==> src/i2c_status_pkg.sv <==
package i2c_status_pkg;
    // register indices; each equals its byte offset from the base
    localparam logic [3:0] IDX_ADDR_ONE  = 4'h0;
    localparam logic [3:0] IDX_ADDR_TWO  = 4'h1;
    localparam logic [3:0] IDX_CTRL_ONE  = 4'h2;
    localparam logic [3:0] IDX_STAT_ONE  = 4'h3;
    localparam logic [3:0] IDX_DATA      = 4'h4;
    localparam logic [3:0] IDX_CTRL_TWO  = 4'h5;
    localparam logic [3:0] IDX_SYS_MGMT  = 4'h6;
    localparam logic [3:0] IDX_SPAN      = 4'h7;
    // control one fields
    localparam int C1_ENABLE = 7;
    localparam int C1_TX     = 4;
    localparam int C1_WAKE   = 1;
    localparam int C1_DMA    = 0;
    // control two fields
    localparam int C2_GCALL  = 7;
    localparam int C2_RANGE  = 3;
    // system management fields
    localparam int SM_FAST_ACK_NACK_MODE   = 7;
    localparam int SM_ALERT  = 6;
    localparam int SM_SECOND = 5;
    // status one fields
    localparam int S1_TCF    = 7;
    localparam int S1_ADDRESSED_AS_TARGET_FLAG   = 6;
    localparam int S1_BUSY   = 5;
    localparam int S1_ARBITRATION_LOST_FLAG   = 4;
    localparam int S1_RAM    = 3;
    localparam int S1_SRW    = 2;
    localparam int S1_IRQ    = 1;
    localparam int S1_RECEIVED_ACK_FLAG   = 0;
    // reset values
    localparam logic [7:0] RST_REG8 = 8'h00;
    localparam logic       RST_TCF  = 1'b1;
    // fixed bus addresses (7-bit)
    localparam logic [6:0] GENERAL_CALL_ADDR   = 7'h00;
    localparam logic [6:0] ALERT_RESPONSE_ADDR = 7'h0C;
endpackage

==> src/i2c_status_dma_wakeup_flags.sv <==
// Decided for this implementation: the Wishbone interface to the registers.
`timescale 1ns/1ps
`default_nettype none
// Overview of operation
// - wake enabled: address match wakes system
// - wake disabled: no wake on match
// - dma enable clear: no dma request
// - fast_ack_nack_mode 0: request on rx data, tx bytes
// - fast_ack_nack_mode 0: request on primary/general-call match
// - address match sets target and complete flags
// - fast_ack_nack_mode 1: request on data transmit only
// - complete flag bit7, zero during transfer
// - data read rx / write tx clears complete
// - target flag bit6: primary or span match
// - general call accepted sets target flag
// - second address match sets target flag
// - alert response address sets target flag
// - range enabled: in-range address sets target
// - target flag before ack; software sets direction
// - control one write clears target flag
// - busy bit5: start sets, stop clears
// - arbitration lost bit4, write one clears
// - status one decoded at index 3
// - range flag bit3: span or range match
// - control one write clears range flag
// - direction bit copies calling read/write bit
module i2c_status_dma_wakeup_flags
    import i2c_status_pkg::*;
(
    input  wire logic        sys_clk,
    input  wire logic        srst,
    // classic wishbone slave
    input  wire logic        wb_cyc_i,
    input  wire logic        wb_stb_i,
    input  wire logic        wb_we_i,
    input  wire logic [5:0]  wb_adr_i,
    input  wire logic [3:0]  wb_sel_i,
    input  wire logic [31:0] wb_dat_i,
    output logic      [31:0] wb_dat_o,
    output logic             wb_ack_o,
    // bus pins, sampled only
    input  wire logic        sclIn,
    input  wire logic        sdaIn,
    // shift engine side, same clock
    input  wire logic        byteStart,
    input  wire logic        addrValid,
    input  wire logic [7:0]  callAddr,
    input  wire logic        rxDataDone,
    input  wire logic        txByteDone,
    input  wire logic        arbLost,
    input  wire logic [7:0]  rxData,
    input  wire logic        moduleIrq,
    input  wire logic        receivedAck,
    input  wire logic        lowPower,
    output logic      [7:0]  txData,
    output logic             txLoad,
    output logic             transmitMode,
    output logic             moduleEnable,
    output logic             fastAckMode,
    output logic             addressMatched,
    output logic             dmaRequest,
    output logic             wakeRequest
);

    // software registers
    // reset clears them all; no field holds a nonzero default
    logic [7:0] addrOne;
    logic [7:0] addrTwo;
    logic [7:0] ctrlOne;
    logic [7:0] ctrlTwo;
    logic [7:0] sysMgmt;
    logic [7:0] spanAddr;

    // status flags
    // each held in its own flop so set and clear stay local
    logic       xferDone;
    logic       targetHit;
    logic       busBusy;
    logic       arbFlag;
    logic       rangeHit;
    logic       dirBit;

    // pin synchronisers and history
    // idle level is high, so reset loads ones: no false edge
    logic       sclMeta;
    logic       sclSync;
    logic       sdaMeta;
    logic       sdaSync;
    logic       sclLast;
    logic       sdaLast;

    // bus decode; registers sit at byte offsets 0..7
    // one byte per bus word, data always on lane 0
    logic       busReq;
    logic       inWindow;
    logic       wrStrobe;
    logic       rdStrobe;
    logic [3:0] regIdx;
    logic [7:0] rdMux;
    logic [7:0] next_rdData;

    // address comparison results
    // all combinational; only meaningful while addrValid is high
    logic       primaryHit;
    logic       gcallHit;
    logic       secondHit;
    logic       alertHit;
    logic       spanHit;
    logic       inRange;
    logic       anyHit;
    logic       startSeen;
    logic       stopSeen;

    // upper 7 bits of an address register hold the 7-bit address
    function automatic logic addrEq(input logic [7:0] a, input logic [7:0] b);
        addrEq = (a[7:1] == b[7:1]);
    endfunction

    // write to a given register index with low byte lane selected
    // writes with lane 0 off are dropped, only the strobe remains
    function automatic logic hitWr(input logic [3:0] idx);
        hitWr = wrStrobe && (regIdx == idx) && wb_sel_i[0];
    endfunction

    // any write to an index, lane mask ignored
    function automatic logic anyWr(input logic [3:0] idx);
        anyWr = wrStrobe && (regIdx == idx);
    endfunction

    // a request is served in the cycle before ack rises
    // the ack cycle itself is idle, so two requests never merge
    assign busReq   = wb_cyc_i && wb_stb_i && !wb_ack_o;
    assign wrStrobe = busReq && wb_we_i;
    assign rdStrobe = busReq && !wb_we_i;
    // byte offsets 16 and above fold onto an unmapped index
    // so they read zero and take no write, never alias a register
    assign inWindow = (wb_adr_i[5:4] == 2'b00);
    assign regIdx   = inWindow ? wb_adr_i[3:0] : 4'hF;

    // ack one cycle after the strobe, dropped the cycle after
    // masking the request with ack keeps a held strobe from
    // being served twice
    always_ff @(posedge sys_clk) begin
        if (srst) begin
            wb_ack_o <= 1'b0;
        end else begin
            wb_ack_o <= busReq;
        end
    end

    // read mux; unmapped indices read as zero
    // status bits 1 and 0 pass straight from the engine
    always_comb begin
        rdMux = RST_REG8;
        case (regIdx)
            IDX_ADDR_ONE: rdMux = addrOne;
            IDX_ADDR_TWO: rdMux = addrTwo;
            IDX_CTRL_ONE: rdMux = ctrlOne;
            IDX_STAT_ONE: begin
                rdMux[S1_TCF]  = xferDone;
                rdMux[S1_ADDRESSED_AS_TARGET_FLAG] = targetHit;
                rdMux[S1_BUSY] = busBusy;
                rdMux[S1_ARBITRATION_LOST_FLAG] = arbFlag;
                rdMux[S1_RAM]  = rangeHit;
                rdMux[S1_SRW]  = dirBit;
                rdMux[S1_IRQ]  = moduleIrq;
                rdMux[S1_RECEIVED_ACK_FLAG] = receivedAck;
            end
            IDX_DATA:     rdMux = rxData;
            IDX_CTRL_TWO: rdMux = ctrlTwo;
            IDX_SYS_MGMT: rdMux = sysMgmt;
            IDX_SPAN:     rdMux = spanAddr;
            default:      rdMux = RST_REG8;
        endcase
        next_rdData = rdStrobe ? rdMux : RST_REG8;
    end

    // read data registered alongside ack; upper bits zero
    // zero outside the answer so stale bytes never leak
    always_ff @(posedge sys_clk) begin
        if (srst) begin
            wb_dat_o <= 32'h00000000;
        end else begin
            wb_dat_o <= {24'h000000, next_rdData};
        end
    end

    // plain read/write registers; status one has no stored write bits
    // a write to index 3 only reaches the w1c logic below
    always_ff @(posedge sys_clk) begin
        if (srst) begin
            addrOne  <= RST_REG8;
            addrTwo  <= RST_REG8;
            ctrlOne  <= RST_REG8;
            ctrlTwo  <= RST_REG8;
            sysMgmt  <= RST_REG8;
            spanAddr <= RST_REG8;
        end else begin
            if (hitWr(IDX_ADDR_ONE)) addrOne <= wb_dat_i[7:0];
            if (hitWr(IDX_ADDR_TWO)) addrTwo <= wb_dat_i[7:0];
            if (hitWr(IDX_CTRL_ONE)) ctrlOne <= wb_dat_i[7:0];
            if (hitWr(IDX_CTRL_TWO)) ctrlTwo <= wb_dat_i[7:0];
            if (hitWr(IDX_SYS_MGMT)) sysMgmt <= wb_dat_i[7:0];
            if (hitWr(IDX_SPAN))     spanAddr <= wb_dat_i[7:0];
        end
    end

    // transmit data handed to the shift engine
    // load pulse lets the engine start without polling
    // data is latched whatever the direction bit says
    always_ff @(posedge sys_clk) begin
        if (srst) begin
            txData <= RST_REG8;
            txLoad <= 1'b0;
        end else begin
            txLoad <= hitWr(IDX_DATA);
            if (hitWr(IDX_DATA)) txData <= wb_dat_i[7:0];
        end
    end

    assign transmitMode = ctrlOne[C1_TX];
    assign moduleEnable = ctrlOne[C1_ENABLE];
    assign fastAckMode  = sysMgmt[SM_FAST_ACK_NACK_MODE];

    // address comparisons on the calling address byte
    // bit 0 of the calling byte is direction, never compared
    // a zero span register disables its own match
    assign primaryHit = addrEq(callAddr, addrOne);
    assign spanHit    = (spanAddr[7:1] != 7'h00) && addrEq(callAddr, spanAddr);
    assign gcallHit   = ctrlTwo[C2_GCALL] && (callAddr[7:1] == GENERAL_CALL_ADDR);
    assign secondHit  = sysMgmt[SM_SECOND] && addrEq(callAddr, addrTwo);
    assign alertHit   = sysMgmt[SM_ALERT] && (callAddr[7:1] == ALERT_RESPONSE_ADDR);
    // inclusive both ends of the range
    assign inRange    = ctrlTwo[C2_RANGE] && (callAddr[7:1] >= addrOne[7:1])
                        && (callAddr[7:1] <= spanAddr[7:1]);
    assign anyHit     = addrValid && (primaryHit || spanHit || gcallHit
                        || secondHit || alertHit || inRange);
    // engine uses this to ack; flag is already set when it does
    assign addressMatched = anyHit;

    // transfer complete: set wins over the clears
    // a clear in the cycle of a new byte end would lose the
    // completion, so the set is given priority
    // reads one out of reset: no transfer is pending
    always_ff @(posedge sys_clk) begin
        if (srst) begin
            xferDone <= RST_TCF;
        end else if (rxDataDone || txByteDone || anyHit) begin
            xferDone <= 1'b1;
        end else if (byteStart) begin
            xferDone <= 1'b0;
        end else if ((rdStrobe && regIdx == IDX_DATA && !ctrlOne[C1_TX])
                     || (hitWr(IDX_DATA) && ctrlOne[C1_TX])) begin
            xferDone <= 1'b0;
        end
    end

    // addressed-as-target and direction bit
    // set in the address cycle so software sees it before ack
    // a control one write in that same cycle loses to the match
    // direction follows the latest match only
    always_ff @(posedge sys_clk) begin
        if (srst) begin
            targetHit <= 1'b0;
            dirBit    <= 1'b0;
        end else begin
            if (anyHit) begin
                targetHit <= 1'b1;
                dirBit    <= callAddr[0];
            end else if (anyWr(IDX_CTRL_ONE)) begin
                targetHit <= 1'b0;
            end
        end
    end

    // range flag, cleared by any control one write
    // any write clears, whatever the lane mask
    // span equality counts even with range matching off
    always_ff @(posedge sys_clk) begin
        if (srst) begin
            rangeHit <= 1'b0;
        end else if (addrValid && (spanHit || inRange)) begin
            rangeHit <= 1'b1;
        end else if (anyWr(IDX_CTRL_ONE)) begin
            rangeHit <= 1'b0;
        end
    end

    // arbitration lost: only a one in bit 4 clears, zero keeps
    // a loss in the cycle of the clear keeps the flag up
    always_ff @(posedge sys_clk) begin
        if (srst) begin
            arbFlag <= 1'b0;
        end else if (arbLost) begin
            arbFlag <= 1'b1;
        end else if (hitWr(IDX_STAT_ONE) && wb_dat_i[S1_ARBITRATION_LOST_FLAG]) begin
            arbFlag <= 1'b0;
        end
    end

    // pins cross two flops before anything reads them
    // only the second and third flops feed logic; the first may be
    // metastable
    always_ff @(posedge sys_clk) begin
        if (srst) begin
            sclMeta <= 1'b1;
            sclSync <= 1'b1;
            sdaMeta <= 1'b1;
            sdaSync <= 1'b1;
            sclLast <= 1'b1;
            sdaLast <= 1'b1;
        end else begin
            sclMeta <= sclIn;
            sclSync <= sclMeta;
            sdaMeta <= sdaIn;
            sdaSync <= sdaMeta;
            sclLast <= sclSync;
            sdaLast <= sdaSync;
        end
    end

    // sda edge while scl stays high marks start or stop
    // needs scl high on two samples to ignore data changes
    // made right at an scl edge
    assign startSeen = sclSync && sclLast && sdaLast && !sdaSync;
    assign stopSeen  = sclSync && sclLast && !sdaLast && sdaSync;

    // bus busy tracks start and stop in any mode
    // a start seen while busy is a repeated start; stays set
    always_ff @(posedge sys_clk) begin
        if (srst) begin
            busBusy <= 1'b0;
        end else if (startSeen) begin
            busBusy <= 1'b1;
        end else if (stopSeen) begin
            busBusy <= 1'b0;
        end
    end

    // dma request pulse, one cycle after its trigger
    // disable checked first so no request escapes a clear
    // in fast mode receive is left to software, so it is silent
    // branch order mirrors the enable and fast mode bits
    always_ff @(posedge sys_clk) begin
        if (srst) begin
            dmaRequest <= 1'b0;
        end else if (!ctrlOne[C1_DMA]) begin
            dmaRequest <= 1'b0;
        end else if (!sysMgmt[SM_FAST_ACK_NACK_MODE]) begin
            dmaRequest <= rxDataDone || txByteDone
                          || (addrValid && (primaryHit || gcallHit));
        end else begin
            dmaRequest <= txByteDone;
        end
    end

    // wake holds until low-power mode is left; no bus clock needed
    // runs on the module clock alone, the bus clock may be off
    // disable drops a pending wake at once
    // a wake bit cleared while asleep cancels the request
    always_ff @(posedge sys_clk) begin
        if (srst) begin
            wakeRequest <= 1'b0;
        end else if (!lowPower) begin
            wakeRequest <= 1'b0;
        end else if (anyHit && ctrlOne[C1_WAKE]) begin
            wakeRequest <= 1'b1;
        end else if (!ctrlOne[C1_WAKE]) begin
            wakeRequest <= 1'b0;
        end
    end

    // limitation: the shift engine must pulse addrValid once per
    // address byte; a repeated pulse sets the flags again,
    // and with fast_ack_nack_mode 0 each primary or general-call pulse raises a dma request

endmodule
`default_nettype wire

==> config.mk <==
export PLATFORM = sky130hd
export DESIGN_NAME = i2c_status_dma_wakeup_flags
export DESIGN_NICKNAME = d
export VERILOG_FILES = /design/src/i2c_status_pkg.sv /design/src/i2c_status_dma_wakeup_flags.sv
export SDC_FILE = /design/constraint.sdc
export NUM_CORES = 1
export LEC_CHECK = 0
export BUFFER_PORTS_ARGS = -buffer_cell sky130_fd_sc_hd__clkbuf_2
export CAP_MARGIN = 5
export CORE_UTILIZATION = 55
export DETAILED_ROUTE_END_ITERATION = 10
export PLACE_DENSITY = 0.88
export SLEW_MARGIN = 20
export SYNTH_ARGS = -nofsm -noshare
export SYNTH_HDL_FRONTEND = slang
export SYNTH_SLANG_ARGS = --single-unit
==> constraint.sdc <==
create_clock -name sys_clk -period 3.35 [get_ports sys_clk]
set_input_delay 0.1675 -clock sys_clk [delete_from_list [all_inputs] [get_ports sys_clk]]
set_output_delay 0.1675 -clock sys_clk [all_outputs]
set_load 0.005 [all_outputs]
# Yosys cells after proc, flatten, opt, wreduce, memory -nomap -nowiden
# Cells that the tools add are included.
dict set report classes {
  order_cmp 2
  eq_ne 12
  muxes 14
  bitwise_logic 3
  reduce_logical 68
}
# operator n
set op_table {}
lappend op_table {{one-hot mux 8 bit (8 select lines)} 1}
lappend op_table {{logical AND 1 bit} 39}
lappend op_table {{== test 7 bit} 3}
lappend op_table {{== test 4 x 3 -> 1 bit, second input constant} 4}
lappend op_table {{two-way mux 1 bit} 12}
lappend op_table {{logical OR 1 bit} 11}
lappend op_table {{nonzero test 2 bit} 5}
lappend op_table {{== test 4 x 2 -> 1 bit, second input constant} 2}
lappend op_table {{OR reduction 2 bit} 4}
lappend op_table {{== test 7 x 4 -> 1 bit, second input constant} 1}
lappend op_table {{>= comparator 7 bit} 1}
lappend op_table {{less-or-equal comparator 7 bit} 1}
lappend op_table {{logical NOT 7 bit} 1}
lappend op_table {{nonzero test 7 bit} 1}
lappend op_table {{logical NOT 1 bit} 5}
lappend op_table {{== test 4 x 1 -> 1 bit, second input constant} 1}
lappend op_table {{logical NOT 4 bit} 1}
lappend op_table {{two-way mux 4 bit} 1}
lappend op_table {{NOT 1 bit} 3}
lappend op_table {{logical NOT 2 bit} 1}
lappend op_table {{!= test 2 x 1 -> 1 bit, second input constant} 1}
dict set report totals {
  reg_bits 104
  inputBits 73
  out_inout_bits 48
  wordCells 124
}

# Longest topological paths before layout
dict set report depth {
  ltp_word 10
  ltp_mapped 9
  mapped_depth_nobuf 9
}

# Worst setup path before layout
# No wires, ideal clock.
dict set report synth_path {
  path_type {register to register}
  start {reg spanAddr[7]}
  end {reg wakeRequest}
  setup_time_ps 115
  t_arrival_ps 1704
  t_required_ps 3235
  path_slack_ps 1531
  path_stages_with_launch 10
  path_buffers 0
  period_less_slack_ps 1819
  cell_sequence {dfxtp_1 > inv_1 > ha_1 > nand3_1 > a211o_1 > a21oi_1 > o31ai_1 > o21ai_1 > inv_1 > o21a_1}
}
dict set report synth_via {
  elab_chain_cells 10
  elab_cells_between_ends 14
  cone_classes {order compare: 1; eq/ne: 2; mux: 1; reduce/logical: 10}
}
# item line
set synth_lines {}
lappend synth_lines {{start: declaration} i2c_status_dma_wakeup_flags.sv:72} ;# logic [7:0] spanAddr;
lappend synth_lines {{start signal: assignment} i2c_status_dma_wakeup_flags.sv:204} ;# if (hitWr(IDX_SPAN)) spanAddr <= wb_dat_i[7:0];
lappend synth_lines {{parallel branches: the longest is 6 deep, another holds less-or-equal comparator 7 bit} -}
lappend synth_lines {{logical OR 1 bit (*)} i2c_status_dma_wakeup_flags.sv:237} ;# || secondHit || alertHit || inRange);
lappend synth_lines {{logical AND 1 bit (*)} i2c_status_dma_wakeup_flags.sv:236} ;# assign anyHit = addrValid && (primaryHit || spanHit || gcallHit
lappend synth_lines {{via addressMatched} i2c_status_dma_wakeup_flags.sv:60} ;# output logic addressMatched,
lappend synth_lines {{logical AND 1 bit (*)} i2c_status_dma_wakeup_flags.sv:366} ;# end else if (anyHit && ctrlOne[C1_WAKE]) begin
lappend synth_lines {{!= test 2 x 1 -> 1 bit (no line) or two-way mux 1 bit (tied branches)} -}
lappend synth_lines {{end signal: assignment} i2c_status_dma_wakeup_flags.sv:365} ;# wakeRequest <= 1'b0;
lappend synth_lines {{end signal: assignment} i2c_status_dma_wakeup_flags.sv:367} ;# wakeRequest <= 1'b1;
lappend synth_lines {{end signal: assignment} i2c_status_dma_wakeup_flags.sv:369} ;# wakeRequest <= 1'b0;
lappend synth_lines {{end: declaration} i2c_status_dma_wakeup_flags.sv:62} ;# output logic wakeRequest
# Mark *: on every way through the listed nets, which the timed path passes.
# A chain may end at the register's enable or synchronous reset.

# Final worst setup path
dict set report layout_path {
  start {reg spanAddr[7]}
  end {out addressMatched}
}
dict set report layout_via {
  elab_chain_cells 8
  elab_cells_between_ends 11
  cone_classes {order compare: 1; eq/ne: 1; reduce/logical: 9}
}
# item line
set layout_lines {}
lappend layout_lines {{parallel branches: the longest is 6 deep, another holds less-or-equal comparator 7 bit} -}
lappend layout_lines {{logical OR 1 bit (*)} i2c_status_dma_wakeup_flags.sv:237}
lappend layout_lines {{logical AND 1 bit (*)} i2c_status_dma_wakeup_flags.sv:236}
lappend layout_lines {{end: declaration} i2c_status_dma_wakeup_flags.sv:60}
# Every way passes the cells marked *.

==> results.py <==
metrics = {
    "timing": {
        "tns_ns": 0,
        "fin_skew_ns": 0.00861,
        "maxSlewHeadroom": 0.340,
        "timing.final.crit_share": 0.802,
        "finalCriticalPeriod_ns": 2.69,
        "setup_violations": 0,
        "slew_viol_final": 0,
        "hold_violations": 0,
        "fmax_mhz": 372,
        "rsz0062_at_grt": "false",
        "tightest_slew_ns": 0.987,
    },
    "worst_setup_path": {
        "cp_data_arrival_time_ns": 2.52,
        "reg2reg_slack_ns": 1.00,
        "path_common_cell": "inv_1",
        "required_ns": 3.18,
        "startpoint_type": "flop",
        "r2r_cells": 9,
        "crit_chain": "inv_1, ha_1, nand3_1, nor3_1, a21oi_1, o31ai_1, o21ai_1, inv_1, clkbuf_2",
        "r2r-end": "dirBit",
        "path_max_fanout": 4,
        "slowest_delay_ns": 0.42,
        "critPathKind": "reg -> out",
        "crit_path_end_kind": "output pin",
        "slowest_stage": "o31ai_1",
        "worstReg2RegStart": "spanAddr[7]",
    },
    "floorplanning": {
        "dieHeight_um": 86.2,
        "coreArea_sq_um": 6830,
        "ioPinCount": 121,
        "rows": 30,
        "fp.dieArea_sq_um": 7430,
        "die_w_um": 86.2,
        "start_util": 0.571,
    },
    "clocking": {
        "clock_sinks": 80,
        "cts_resized": 0,
        "clk_path_buf_depth": 2,
        "root_buffer": "clkbuf_8",
        "cts-hold-fix-buffers": 2,
        "clk_pin_slew_ns": 0.08,
        "post_cts_buffers": 0,
        "cts_max_level": 3,
        "clk-insertion-delay-late_ns": 0.36,
        "cts_tree": "done",
        "cts-buffers-inserted": 9,
    },
    "min_path": {
        "min_from": "rxDataDone",
        "whs_path_depth": 3,
        "min_path_type": "in -> reg",
        "min_to": "xferDone",
    },
    "cells_and_area": {
        "finalNetCount": 597,
        "fillers": 563,
        "mostFrequentLayoutCell": "dfxtp_1",
        "multiInputGateArea_sq_um": 2020,
        "finish.instance_area_sq_um": 4390,
        "mostFrequentLayoutCells": "dfxtp_1, clkbuf_2, nand2_1, a21oi_1, nor2_1",
        "drive_gt1_frac": 0.204,
        "antenna_cells": 0,
        "syn_to_final_growth_pct": 12.5,
        "ff_latch_area_sq_um": 1600,
    },
    "detailed_routing": {
        "via_per_inst": 5.87,
        "wl_per_cell_um": 17.1,
        "vias": 3584,
        "dr.pass1.iters": 5,
        "drc": 0,
        "drt_iter0_markers": 396,
        "ant_nets": 0,
        "drt_wl_total_mm": 10.4,
    },
    "power": {
        "ir_worst_vdd_mv": 0.301,
        "p_leak_nw": 1.61,
        "power_w": 0.00174,
        "p_per_area_nw_per_um2": 397,
    },
    "yosys": {
        "yosysWarnings": 0,
        "ys_types": 44,
        "syn-cell-area_sq_um": 3900,
        "ys_ff_latch": 80,
        "ys_seq_area_frac": 0.411,
        "syn_inst": 448,
        "syn_avg_cell_area_sq_um": 8.71,
    },
    "global_routing": {
        "grt_pass1_vias": 3263,
        "grt_pass1_wl_mm": 16.0,
        "grt_max_degree": 38,
        "antenna_found_initial": 0,
        "grt-ovfl-total": 0,
        "track_usage": 0.286,
    },
    "placement": {
        "post_dp_cell_area_sq_um": 4190,
        "place_hpwl_mm": 7.34,
        "globalplace.congestion": 0.993,
        "portBuffers": 69,
    },
    "run_status": {
        "status": "completed",
    },
    "flow_run": {
        "cap_violations": 0,
    },
}
==> power breakdown <==
group / internal [W] / switching (W) / total, W
registers: 0.000956 / 0.00000377 / 0.000959
clock network: 0.000290 / 0.000359 / 0.000649
logic: 0.0000473 / 0.0000858 / 0.000133
total: 0.00129 / 0.000449 / 0.00174
==> routing by layer <==
| layer | vias up | share of wire | GRT usage |
|---|---|---|---|
| met3 | 43 | 0.10 | 0.105 |
| met4 | 0 | 0.036 | 0.135 |
| met5 | - | 0 | 0 |
| li1 | 1658 | - | - |
| met2 | 229 | 0.46 | 0.444 |
| met1 | 1654 | 0.40 | 0.353 |
==> cell usage after synthesis, drive strengths merged <==
cell	n	area share
nand3b	4	0.0077
xnor2	7	0.016
nand2	49	0.047
inv	16	0.015
o31ai	1	0.0019
a221oi	6	0.013
a22o	6	0.013
a21o	1	0.0019
or2	6	0.0096
a211o	2	0.0045
ha	14	0.045
o21bai	1	0.0019
nor2	39	0.038
nand2b	3	0.0048
nand3	34	0.044
o41ai	1	0.0022
a41oi	2	0.0045
o21ai	4	0.0051
or3	1	0.0016
dfxtp	80	0.41
and2	4	0.0064
nor4b	4	0.020
nand4	5	0.0080
nor4	2	0.0087
mux2i	25	0.064
conb	1	0.00096
a21oi	43	0.055
o21a	1	0.0019
a22oi	21	0.040
and3b	1	0.0022
a31o	1	0.0022
buf	37	0.068
or4	1	0.0019
nor3b	1	0.0019
clkbuf	12	0.012
nor3	3	0.0038
and3	2	0.0032
a31oi	7	0.011
==> stage by stage <==
| step | hold WS [ns] | util | instances | worst slack, ns |
|---|---|---|---|---|
| after detailed placement | 0.356 | 0.613 | 593 | 1.09 |
| after CTS | 0.0192 | 0.642 | 611 | 0.668 |
| after global routing | 0.0378 | 0.642 | 611 | 0.555 |
| final | 0.0290 | 0.642 | 611 | 0.662 |
| after floorplan | 0.271 | - | 471 | 1.53 |
| after global placement | 0.353 | 0.613 | 593 | 1.18 |
==> sequential cells by signal (all words and copies together), names as in the netlist, 8 cells and up <==
register / flops
wb_dat_o: 8
txData: 8
ctrlOne: 8
addrTwo: 8
addrOne: 8
spanAddr: 8
ctrlTwo: 8
sysMgmt: 8
==> critical path: cells and delay by family, from the launching register on <==
| kind | cells | cell delay (ns) |
|---|---|---|
| AO/OA/AOI/OAI | 3 | 0.71 |
| buffers and inverters | 3 | 0.38 |
| AND/OR/NAND/NOR | 2 | 0.38 |
| flip-flops | 1 | 0.37 |
| adder cells (fa/ha/maj) | 1 | 0.33 |
==> kinds of logic after synthesis <==
logic type / count (synthesis) / synth area share
and+or+nand+nor: 159 / 0.209
AOI/OAI and AO/OA: 97 / 0.160
DFF: 80 / 0.411
buffers and inverters: 65 / 0.0949
muxes: 25 / 0.0641
adders and majority gates: 14 / 0.0449
xor gates and xnor gates: 7 / 0.0157
other: 1 / 0.000961
==> area by class of cell <==
| cell class | instances | area share |
|---|---|---|
| well taps | 96 | 0.0274 |
| clock inverters | 6 | 0.00998 |
| repair buffers | 77 | 0.0935 |
| multi-input cells | 326 | 0.459 |
| inverters | 16 | 0.0137 |
| clock buffers | 10 | 0.0314 |
| flip-flops and latches | 80 | 0.365 |
==> worst max path at each step <==
stage	endpoint	startpoint	slack (ns)
3_5_place_dp	addressMatched	spanAddr[7]	1.09
3_3_place_gp	addressMatched	spanAddr[7]	1.18
5_1_grt	addressMatched	spanAddr[7]	0.55
2_1_floorplan	wakeRequest	spanAddr[7]	1.53
6_report	addressMatched	spanAddr[7]	0.66
4_1_cts	addressMatched	spanAddr[7]	0.67
Power figures use the tool's default switching activity.
